$ cat src/rtl/dacc_defines.svh
`ifndef DACC_DEFINES_SVH
`define DACC_DEFINES_SVH

// --------------------------------------------------------------
// clock and timing
// --------------------------------------------------------------
`define DACC_CLK_MHZ 125
`define DACC_DONE_US 6
`define DACC_DONE_MIN_US 2
`define DACC_SLOW_MIN_US 13
`define DACC_SLOW_MAX_US 20
`define DACC_FAST_MAX_US 7
`define DACC_DONE_CYC (`DACC_DONE_US * `DACC_CLK_MHZ)
`define DACC_DONE_MIN_CYC (`DACC_DONE_MIN_US * `DACC_CLK_MHZ)
`define DACC_SLOW_CYC (`DACC_SLOW_MIN_US * `DACC_CLK_MHZ)
`define DACC_CNT_W 12

// --------------------------------------------------------------
// register map (byte addresses)
// --------------------------------------------------------------
`define DACC_ADDR_W 8
`define DACC_OFS_FIRST_RANK 8'h00
`define DACC_OFS_COMMAND 8'h04
`define DACC_OFS_STATUS 8'h08
`define DACC_OFS_SECOND_RANK 8'h0c

// --------------------------------------------------------------
// command register fields and codes
// --------------------------------------------------------------
`define DACC_CMD_LSB 0
`define DACC_CMD_MSB 3
`define DACC_DATA_LSB 16
`define DACC_DATA_MSB 31
`define DACC_CMD_WRITE_FIRST 4'h1
`define DACC_CMD_WRITE_CYCLE 4'h2
`define DACC_CMD_OUT_BLOCK 4'h3
`define DACC_CMD_OUT_INTR 4'h4
`define DACC_CMD_OUT_PACED 4'h5
`define DACC_CMD_OUT_SEQ 4'h6
`define DACC_CMD_CYCLE 4'h7
`define DACC_CMD_ARM 4'h8
`define DACC_CMD_OUT_DISABLE 4'h9
`define DACC_CMD_OUT_ENABLE 4'ha
`define DACC_CMD_CLEAR_CARD 4'hb
`define DACC_CMD_INTR_ACK 4'hc

// --------------------------------------------------------------
// widths and reset values
// --------------------------------------------------------------
`define DACC_WORD_W 16
`define DACC_DAC_W 12
`define DACC_DAC_MSB 11
`define DACC_ZERO_CODE 12'h800
`define DACC_RST_WORD 16'h0000
`define DACC_RST_DAC 12'h000
`define DACC_RST_CNT 12'h000
`define DACC_RST_RDATA 32'h0000_0000

`endif

$ cat src/rtl/dacc_pkg.sv
`include "dacc_defines.svh"

package dacc_pkg;

    typedef enum logic [3:0]
    {
        DACC_ST_IDLE = 4'h1,
        DACC_ST_DELAY = 4'h2,
        DACC_ST_BUSY = 4'h4,
        DACC_ST_DONE = 4'h8
    } dacc_state_type;

    // all asynchronous pins, synchronised as one vector
    typedef struct packed
    {
        logic trig;
        logic external_output_enable;
        logic trigger_edge_select;
        logic external_data_select;
        logic sw_slow;
        logic sw_rise;
        logic sw_fall;
        logic jmp_data;
        logic jmp_pol;
        logic [`DACC_DAC_W-1:0] ext_data;
    } dacc_pins_type;

    typedef struct packed
    {
        dacc_state_type state;
        dacc_pins_type sync1;
        dacc_pins_type sync2;
        logic trig_prev;
        logic [`DACC_WORD_W-1:0] first_rank;
        logic [`DACC_DAC_W-1:0] second_rank;
        logic [`DACC_DAC_W-1:0] dac_code;
        logic card_en;
        logic sys_dis;
        logic armed;
        logic group;
        logic irq;
        logic clr_pend;
        logic [`DACC_CNT_W-1:0] cnt;
        logic [31:0] prdata;
    } dacc_regs_type;

endpackage

$ cat src/rtl/dacc_card_ctrl.sv
`timescale 1ns/100ps
`default_nettype none
`include "dacc_defines.svh"

module dacc_card_ctrl
    import dacc_pkg::*;
#(
    parameter logic [`DACC_CNT_W-1:0] P_DONE_CYC = `DACC_CNT_W'(`DACC_DONE_CYC),
    parameter logic [`DACC_CNT_W-1:0] P_DONE_MIN_CYC = `DACC_CNT_W'(`DACC_DONE_MIN_CYC),
    parameter logic [`DACC_CNT_W-1:0] P_SLOW_CYC = `DACC_CNT_W'(`DACC_SLOW_CYC)
)
(
    input wire logic i_core_clk,
    input wire logic i_reset_n,
    input wire logic i_psel,
    input wire logic i_penable,
    input wire logic i_pwrite,
    input wire logic [`DACC_ADDR_W-1:0] i_paddr,
    input wire logic [31:0] i_pwdata,
    output logic [31:0] o_prdata,
    output logic o_pready,
    output logic o_pslverr,
    input wire logic i_external_trigger_in,
    input wire logic i_external_output_enable,
    input wire logic i_trigger_edge_select,
    input wire logic i_external_data_select,
    input wire logic [`DACC_DAC_W-1:0] i_external_data,
    input wire logic i_slow_trigger_switch,
    input wire logic i_fast_rising_trigger_switch,
    input wire logic i_fast_falling_trigger_switch,
    input wire logic i_external_data_jumper,
    input wire logic i_trigger_polarity_jumper,
    output logic o_busy,
    output logic o_conversion_done,
    output logic o_irq,
    output logic o_card_output_enable,
    output logic [`DACC_DAC_W-1:0] o_dac_code
);

    // --------------------------------------------------------------
    // decode helpers
    // --------------------------------------------------------------
    function automatic logic addr_mapped(input logic [`DACC_ADDR_W-1:0] addr);
        addr_mapped = (addr == `DACC_OFS_FIRST_RANK) || (addr == `DACC_OFS_COMMAND) ||
                      (addr == `DACC_OFS_STATUS) || (addr == `DACC_OFS_SECOND_RANK);
    endfunction

    function automatic logic is_output_cmd(input logic [3:0] code);
        is_output_cmd = (code == `DACC_CMD_WRITE_FIRST) || (code == `DACC_CMD_WRITE_CYCLE) ||
                        (code == `DACC_CMD_OUT_BLOCK) || (code == `DACC_CMD_OUT_INTR) ||
                        (code == `DACC_CMD_OUT_PACED) || (code == `DACC_CMD_OUT_SEQ);
    endfunction

    // --------------------------------------------------------------
    // state
    // --------------------------------------------------------------
    dacc_regs_type r;
    dacc_regs_type next_r;
    dacc_pins_type pins;
    logic wr_access;
    logic rd_setup;
    logic [3:0] cmd_code;
    logic [`DACC_WORD_W-1:0] cmd_data;
    logic slow_mode;
    logic fast_mode;
    logic tps_eff;
    logic slt_eff;
    logic trig_rise;
    logic trig_fall;
    logic ext_edge;
    logic host_cycle;
    logic start_cycle;
    logic clear_req;
    logic ack_req;
    logic [`DACC_WORD_W-1:0] status_word;

    assign pins = '{trig: i_external_trigger_in, external_output_enable: i_external_output_enable,
                    trigger_edge_select: i_trigger_edge_select, external_data_select: i_external_data_select,
                    sw_slow: i_slow_trigger_switch, sw_rise: i_fast_rising_trigger_switch,
                    sw_fall: i_fast_falling_trigger_switch, jmp_data: i_external_data_jumper,
                    jmp_pol: i_trigger_polarity_jumper, ext_data: i_external_data};

    // --------------------------------------------------------------
    // combinational decode
    // --------------------------------------------------------------
    assign wr_access = i_psel && i_penable && i_pwrite;
    assign rd_setup = i_psel && !i_penable && !i_pwrite;
    assign cmd_code = i_pwdata[`DACC_CMD_MSB:`DACC_CMD_LSB];
    assign cmd_data = i_pwdata[`DACC_DATA_MSB:`DACC_DATA_LSB];
    // only the second stage is read; the first stage only feeds it
    assign slow_mode = r.sync2.sw_slow;
    assign fast_mode = !r.sync2.sw_slow && (r.sync2.sw_rise || r.sync2.sw_fall);
    assign tps_eff = r.sync2.trigger_edge_select && !r.sync2.jmp_pol;
    assign slt_eff = r.sync2.external_data_select && !r.sync2.jmp_data;
    assign trig_rise = r.sync2.trig && !r.trig_prev;
    assign trig_fall = !r.sync2.trig && r.trig_prev;
    // edge select counts only in slow mode; fast mode follows the switches
    assign ext_edge = slow_mode ? (tps_eff ? trig_rise : trig_fall)
                    : fast_mode && ((r.sync2.sw_rise && trig_rise) || (r.sync2.sw_fall && trig_fall));
    // controller cycles are honoured only with the slow switch closed
    assign host_cycle = wr_access && (i_paddr == `DACC_OFS_COMMAND) && slow_mode &&
                        (cmd_code != `DACC_CMD_WRITE_FIRST) &&
                        ((is_output_cmd(cmd_code)) || (cmd_code == `DACC_CMD_CYCLE));
    assign ack_req = wr_access && (i_paddr == `DACC_OFS_COMMAND) && (cmd_code == `DACC_CMD_INTR_ACK);
    assign clear_req = ack_req || (wr_access && (i_paddr == `DACC_OFS_COMMAND) &&
                       (cmd_code == `DACC_CMD_CLEAR_CARD));
    assign status_word = {3'h0, r.sync2.sw_fall, r.sync2.sw_rise, r.sync2.sw_slow, tps_eff, slt_eff,
                          r.sync2.external_output_enable, r.sys_dis, r.card_en, r.irq, r.group, r.armed,
                          r.state == DACC_ST_DONE, r.state == DACC_ST_BUSY};

    // --------------------------------------------------------------
    // next state
    // --------------------------------------------------------------
    always_comb
    begin
        next_r = r;
        next_r.sync1 = pins;
        next_r.sync2 = r.sync1;
        next_r.trig_prev = r.sync2.trig;
        start_cycle = host_cycle;

        // register reads are prepared in the setup phase
        if (rd_setup)
        begin
            case (i_paddr)
                `DACC_OFS_FIRST_RANK: next_r.prdata = {16'h0000, r.first_rank};
                `DACC_OFS_STATUS: next_r.prdata = {16'h0000, status_word};
                `DACC_OFS_SECOND_RANK: next_r.prdata = {20'h0_0000, r.second_rank};
                default: next_r.prdata = `DACC_RST_RDATA;
            endcase
        end

        // clears first so that a set in the same cycle wins
        if (clear_req)
        begin
            next_r.clr_pend = 1'b1;
            next_r.irq = 1'b0;
        end
        if (ack_req)
        begin
            next_r.armed = 1'b0;
            next_r.group = 1'b0;
        end

        if (wr_access && (i_paddr == `DACC_OFS_FIRST_RANK))
        begin
            next_r.first_rank = i_pwdata[`DACC_WORD_W-1:0];
        end
        if (wr_access && (i_paddr == `DACC_OFS_COMMAND))
        begin
            if (is_output_cmd(cmd_code))
            begin
                next_r.first_rank = cmd_data;
            end
            case (cmd_code)
                `DACC_CMD_OUT_BLOCK, `DACC_CMD_OUT_SEQ: next_r.armed = 1'b1;
                `DACC_CMD_OUT_INTR, `DACC_CMD_OUT_PACED:
                begin
                    next_r.armed = 1'b1;
                    next_r.group = 1'b1;
                end
                `DACC_CMD_WRITE_CYCLE: next_r.group = 1'b1;
                `DACC_CMD_ARM: next_r.armed = 1'b1;
                `DACC_CMD_OUT_DISABLE: next_r.sys_dis = 1'b1;
                `DACC_CMD_OUT_ENABLE: next_r.sys_dis = 1'b0;
                default: next_r.sys_dis = r.sys_dis;
            endcase
        end

        case (r.state)
            DACC_ST_IDLE:
            begin
                next_r.cnt = `DACC_RST_CNT;
                if (ext_edge && slow_mode)
                begin
                    next_r.state = DACC_ST_DELAY;
                end
                else if (ext_edge)
                begin
                    start_cycle = 1'b1;
                end
            end
            DACC_ST_DELAY:
            begin
                // slow path holds the trigger 13 us before the cycle
                next_r.cnt = r.cnt + `DACC_CNT_W'(1);
                if (r.cnt == P_SLOW_CYC - `DACC_CNT_W'(1))
                begin
                    start_cycle = 1'b1;
                end
            end
            DACC_ST_BUSY:
            begin
                next_r.cnt = r.cnt + `DACC_CNT_W'(1);
                if (r.cnt == P_DONE_CYC - `DACC_CNT_W'(1))
                begin
                    next_r.state = DACC_ST_DONE;
                    next_r.cnt = `DACC_RST_CNT;
                    next_r.clr_pend = 1'b0;
                    if (r.armed || next_r.armed)
                    begin
                        next_r.irq = 1'b1;
                    end
                end
            end
            DACC_ST_DONE:
            begin
                // an early clear is remembered and served after the minimum
                if (r.cnt != P_DONE_MIN_CYC)
                begin
                    next_r.cnt = r.cnt + `DACC_CNT_W'(1);
                end
                else if (r.clr_pend || clear_req)
                begin
                    next_r.state = DACC_ST_IDLE;
                    next_r.clr_pend = 1'b0;
                end
                if (ext_edge && slow_mode)
                begin
                    next_r.state = DACC_ST_DELAY;
                    next_r.cnt = `DACC_RST_CNT;
                end
                else if (ext_edge)
                begin
                    start_cycle = 1'b1;
                end
            end
            default:
            begin
                next_r.state = DACC_ST_IDLE;
            end
        endcase

        // a new cycle restarts the timer even if one is running
        if (start_cycle)
        begin
            next_r.second_rank = slt_eff ? r.first_rank[`DACC_DAC_W-1:0] : r.sync2.ext_data;
            if (host_cycle && slt_eff && is_output_cmd(cmd_code))
            begin
                next_r.second_rank = cmd_data[`DACC_DAC_W-1:0];
            end
            next_r.card_en = 1'b1;
            next_r.state = DACC_ST_BUSY;
            next_r.cnt = `DACC_RST_CNT;
        end

        next_r.dac_code = `DACC_ZERO_CODE;
        if (next_r.card_en && !next_r.sys_dis && r.sync2.external_output_enable)
        begin
            next_r.dac_code = {~next_r.second_rank[`DACC_DAC_MSB],
                               next_r.second_rank[`DACC_DAC_MSB-1:0]};
        end
    end

    always_ff @(posedge i_core_clk or negedge i_reset_n)
    begin
        if (!i_reset_n)
        begin
            r <= '{state: DACC_ST_IDLE, sync1: '0, sync2: '0, trig_prev: 1'b0,
                   first_rank: `DACC_RST_WORD, second_rank: `DACC_RST_DAC,
                   dac_code: `DACC_ZERO_CODE, card_en: 1'b0, sys_dis: 1'b0, armed: 1'b0,
                   group: 1'b0, irq: 1'b0, clr_pend: 1'b0, cnt: `DACC_RST_CNT,
                   prdata: `DACC_RST_RDATA};
        end
        else
        begin
            r <= next_r;
        end
    end

    // --------------------------------------------------------------
    // outputs
    // --------------------------------------------------------------
    assign o_prdata = r.prdata;
    assign o_pready = 1'b1;
    assign o_pslverr = i_psel && i_penable && !addr_mapped(i_paddr);
    assign o_busy = (r.state == DACC_ST_BUSY);
    assign o_conversion_done = (r.state == DACC_ST_DONE);
    assign o_irq = r.irq;
    assign o_card_output_enable = r.card_en;
    assign o_dac_code = r.dac_code;

    // --------------------------------------------------------------
    // checks
    // --------------------------------------------------------------
    logic [`DACC_CNT_W-1:0] busy_len;
    logic [`DACC_CNT_W-1:0] done_len;

    always_ff @(posedge i_core_clk or negedge i_reset_n)
    begin
        if (!i_reset_n)
        begin
            busy_len <= `DACC_RST_CNT;
            done_len <= `DACC_RST_CNT;
        end
        else
        begin
            // a restart while busy begins a fresh busy period
            busy_len <= start_cycle ? `DACC_RST_CNT : (o_busy ? busy_len + `DACC_CNT_W'(1) : `DACC_RST_CNT);
            done_len <= (o_conversion_done && done_len != P_DONE_MIN_CYC) ? done_len + `DACC_CNT_W'(1)
                      : (o_conversion_done ? done_len : `DACC_RST_CNT);
        end
    end
endmodule // dacc_card_ctrl

`default_nettype wire

$ cat config.mk
export PLATFORM = sky130hd
export DESIGN_NAME = dacc_card_ctrl
export DESIGN_NICKNAME = d
export VERILOG_FILES = /design/src/rtl/dacc_pkg.sv /design/src/rtl/dacc_card_ctrl.sv
export VERILOG_INCLUDE_DIRS = /design/src /design/src/rtl
export SDC_FILE = /design/constraint.sdc
export NUM_CORES = 1
export LEC_CHECK = 0
export ABC_AREA = 1
export BUFFER_PORTS_ARGS = -buffer_cell sky130_fd_sc_hd__buf_4
export CORE_MARGIN = 5
export CORE_UTILIZATION = 50
export CTS_CLUSTER_DIAMETER = 40
export DETAILED_ROUTE_END_ITERATION = 8
export HOLD_SLACK_MARGIN = 0.03
export PLACE_DENSITY = 0.88
export REMOVE_ABC_BUFFERS = 1
export SLEW_MARGIN = 30
export SYNTH_ARGS = -nofsm -noshare
export SYNTH_HDL_FRONTEND = slang
export SYNTH_SLANG_ARGS = --single-unit
$ cat constraint.sdc
create_clock -name i_core_clk -period 1.73 [get_ports i_core_clk]
set_clock_uncertainty 0.1 [all_clocks]
set_input_delay 0.2595 -clock i_core_clk [delete_from_list [all_inputs] [get_ports i_core_clk]]
set_output_delay 0.2595 -clock i_core_clk [all_outputs]
set_load 0.03 [all_outputs]
==> out/metrics.cfg <==
[cts]
cts_buffers=17
clockRootBuffer=clkbuf_16
cts_buffer_depth=2
cts.sinks=121
cts-htree-levels=4
cts_tree=built
clkTransAtPathRegs_ns=0.05
insertion_delay_ns=0.42

[power]
power_w=0.00730
p_leak_nw=4.28
ir_worst_vdd_mv=0.767
p_per_area_nw_per_um2=848

[synthesis]
yosys_warnings=0
synth_area_um2=6150
ys_ff_latch=121
async_reset_ff_share_pct=100
synth-edff-count=0
yosysTopAreaCell=dfrtp_1
ys.flop_type=dfrtp_1
synth.top_cells.by_count=181 x nand2_1, 119 x dfrtp_1, 76 x nand3_1
synth.area.top_cells=dfrtp_1 48%, nand2_1 11%, nand3_1 6.2%
yosys.cell_types.count=36
syn_inst=742
yosysTopAreaCellShare_pct=48.4
ys_seq_area_share_pct=49.3
yosysMostFrequentCell=nand2_1
syn_avg_cell_area_um2=8.29

[floorplanning]
die_h_um=121
fp.dieW_um=121
ios=116
fp-row-count=40
core_area_um2=12000
initial_utilization_pct=51.2
dieArea_um2=14600

[setup_path]
end_kind=flip-flop
reg2reg_depth=12
reg2reg_from=r[32]
worstPathMaxFanout=2
max_stage_delay_ns=0.38
crit_chain=inv_2 > buf_4 > ha_1 > nand4_1 > nor2_4 > buf_4 > nand2_1 > nand2_1 > nand3_1 > nand2_1 > nand2_1 > nand2_1
critPathLaunchType=flip-flop
crit_slowest_cell=dfrtp_1
crit_arrival_ns=2.31
cp.required_ns=1.99
cp_common_cell=nand2_1
timing.rr.end=r[134]
critical_path_class=flip-flop to flip-flop
regToRegSetupSlack_ns=-0.32

[routing]
wl_met3_um=2320
drt-vias-per-instance=5.90
dr.pass1.iters=8
finalWirelength_um=22100
drc=0
vias=6369
ant_nets=0
wl_met2_um=10900
met1_length_um=7520
drt_iter0_drc=663
wire_per_inst_um=20.5
top_layer=met4

[outcome]
violations=setup timing
status=complete, but fails checks

[timing]
whs_ns=0.0312
setup_viol=43
fin_crit_ns=2.05
finalHoldViolCount=0
final-max-slew-violation-count=0
rsz0062_at_grt=yes
period_share_pct=119
setup_ws_ns=-0.320
clock.fmax_mhz=488

[global_routing]
grt-ovfl-total=0
antenna_found_initial=0
grt_pass1_wl_um=31800
grt_pass1_vias=6342
grt_start_max_net_pins=47
grt_use_total_pct=28.1

[layout]
layout.cells.non_filler=1079
final_layout_size_suffix_gt1_share_pct=35.0
final_nets=991
n_fill_cell=773
syn_to_final_growth_pct=40.0
antennaDiodeCount=0

[placed_design]
place_inst=1006
gp_congestion=0.911
io_buffers=98
dp_hpwl_um=12700

[min_path]
hold_end=r[85]
worstHoldStart=i_pwdata[27]
whs_path_depth=3
hp-class=input port to flip-flop

[run]
drv_cap=0

[flip-flops by register name, summed over array words and instances, names as in the netlist]
signal,flops
slow_mode,1
r,68
o_card_output_enable,1
next_r,22
o_dac_code,12
o_prdata,16
o_irq,1
[layout make-up]
class	instances	area (µm²)	share of cell area, %
multi-input cells	487	2700	31.4
flip-flops and latches	121	3030	35.2
clock inverters	7	47.5	0.552
well taps	147	184	2.14
clock buffers	23	468	5.44
repair buffers	213	1860	21.6
inverters	81	319	3.71
[power by group]
part | switching, W | internal, W | leakage (nW) | total (W)
combinational | 0.000645 | 0.000431 | 2.48 | 0.00108
clock | 0.00125 | 0.00188 | 0.249 | 0.00313
sequential | 0.000131 | 0.00296 | 1.55 | 0.00309
[layout by cell type (no fill, tap or decap), types with 6 or more instances in the layout]
cell,instances
buf_4,159
nand2_1,155
dfrtp_1,119
nand3_1,70
inv_1,61
nor2_1,41
o21ai_0,28
dlygate4sd3_1,27
nand4_1,25
nand2_2,20
clkbuf_16,18
conb_1,17
buf_6,17
inv_2,16
nor2_2,16
a31oi_1,15
a21oi_1,13
nor2_4,12
nand2_4,11
o21ai_1,11
nand3_2,8
mux2_2,8
o22ai_1,8
buf_12,6
[critical path: cells and delay by family, from the launching register on]
kind / cells / cell delay (ns)
DFF: 1 / 0.38
buffers and inverters: 3 / 0.37
adders and majority gates: 1 / 0.14
and+or+nand+nor: 8 / 1.00
[worst max-delay path by stage]
stage | from | end | slack (ns) | cells past startpoint
CTS | r[133] | o_conversion_done | -0.1 | 6
global route | r[32] | r[134] | -0.41 | 12
detailed placement | r[32] | r[37] | -0.15 | 9
finish | r[32] | r[134] | -0.32 | 12
floorplan | i_paddr[7] | r[85] | -0.39 | 8
global placement | r[134] | r[37] | -0.1 | 10
[what timing repair did]
action                     4_1_cts  5_1_grt
setup buffers                    9        4
setup endpoints to repair       19       46
resized for setup               54       64
pin swaps                       30       31
hold endpoints to repair        80        0
hold buffers                    27        0
cloned                           2        1
[layer usage]
| metal | up-vias | GRT usage, % |
|---|---|---|
| met3 | 145 | 6.57 |
| li1 | 2708 | - |
| met2 | 512 | 47.7 |
| met5 | - | 0 |
| met1 | 3004 | 33.4 |
| met4 | 0 | 13.8 |
[kinds of logic (layout without fill, tap and decap cells)]
group           after synthesis  in the layout  synth area share (%)
flops                       121            121                  49.3
buf+inv                     150            324                  12.7
mux                           8              8                  1.47
xor+xnor                      2              2                 0.285
other cells                   2             17                 0.122
fa+ha+maj                     4              4                 0.814
simple gates                367            368                  27.4
compound gates               88             88                  7.90
[metrics by stage]
stage | cell area, µm² | setup slack, ns | util (%) | TNS [ns]
floorplan | 5730 | -0.388 | - | -12.00
global placement | 7240 | -0.0958 | 60.3 | -0.789
global route | 8610 | -0.408 | 71.7 | -9.35
CTS | 8340 | -0.0990 | 69.4 | -0.824
finish | 8610 | -0.320 | 71.7 | -6.56
detailed placement | 7240 | -0.149 | 60.3 | -2.82
Power figures use the tool's default switching activity.
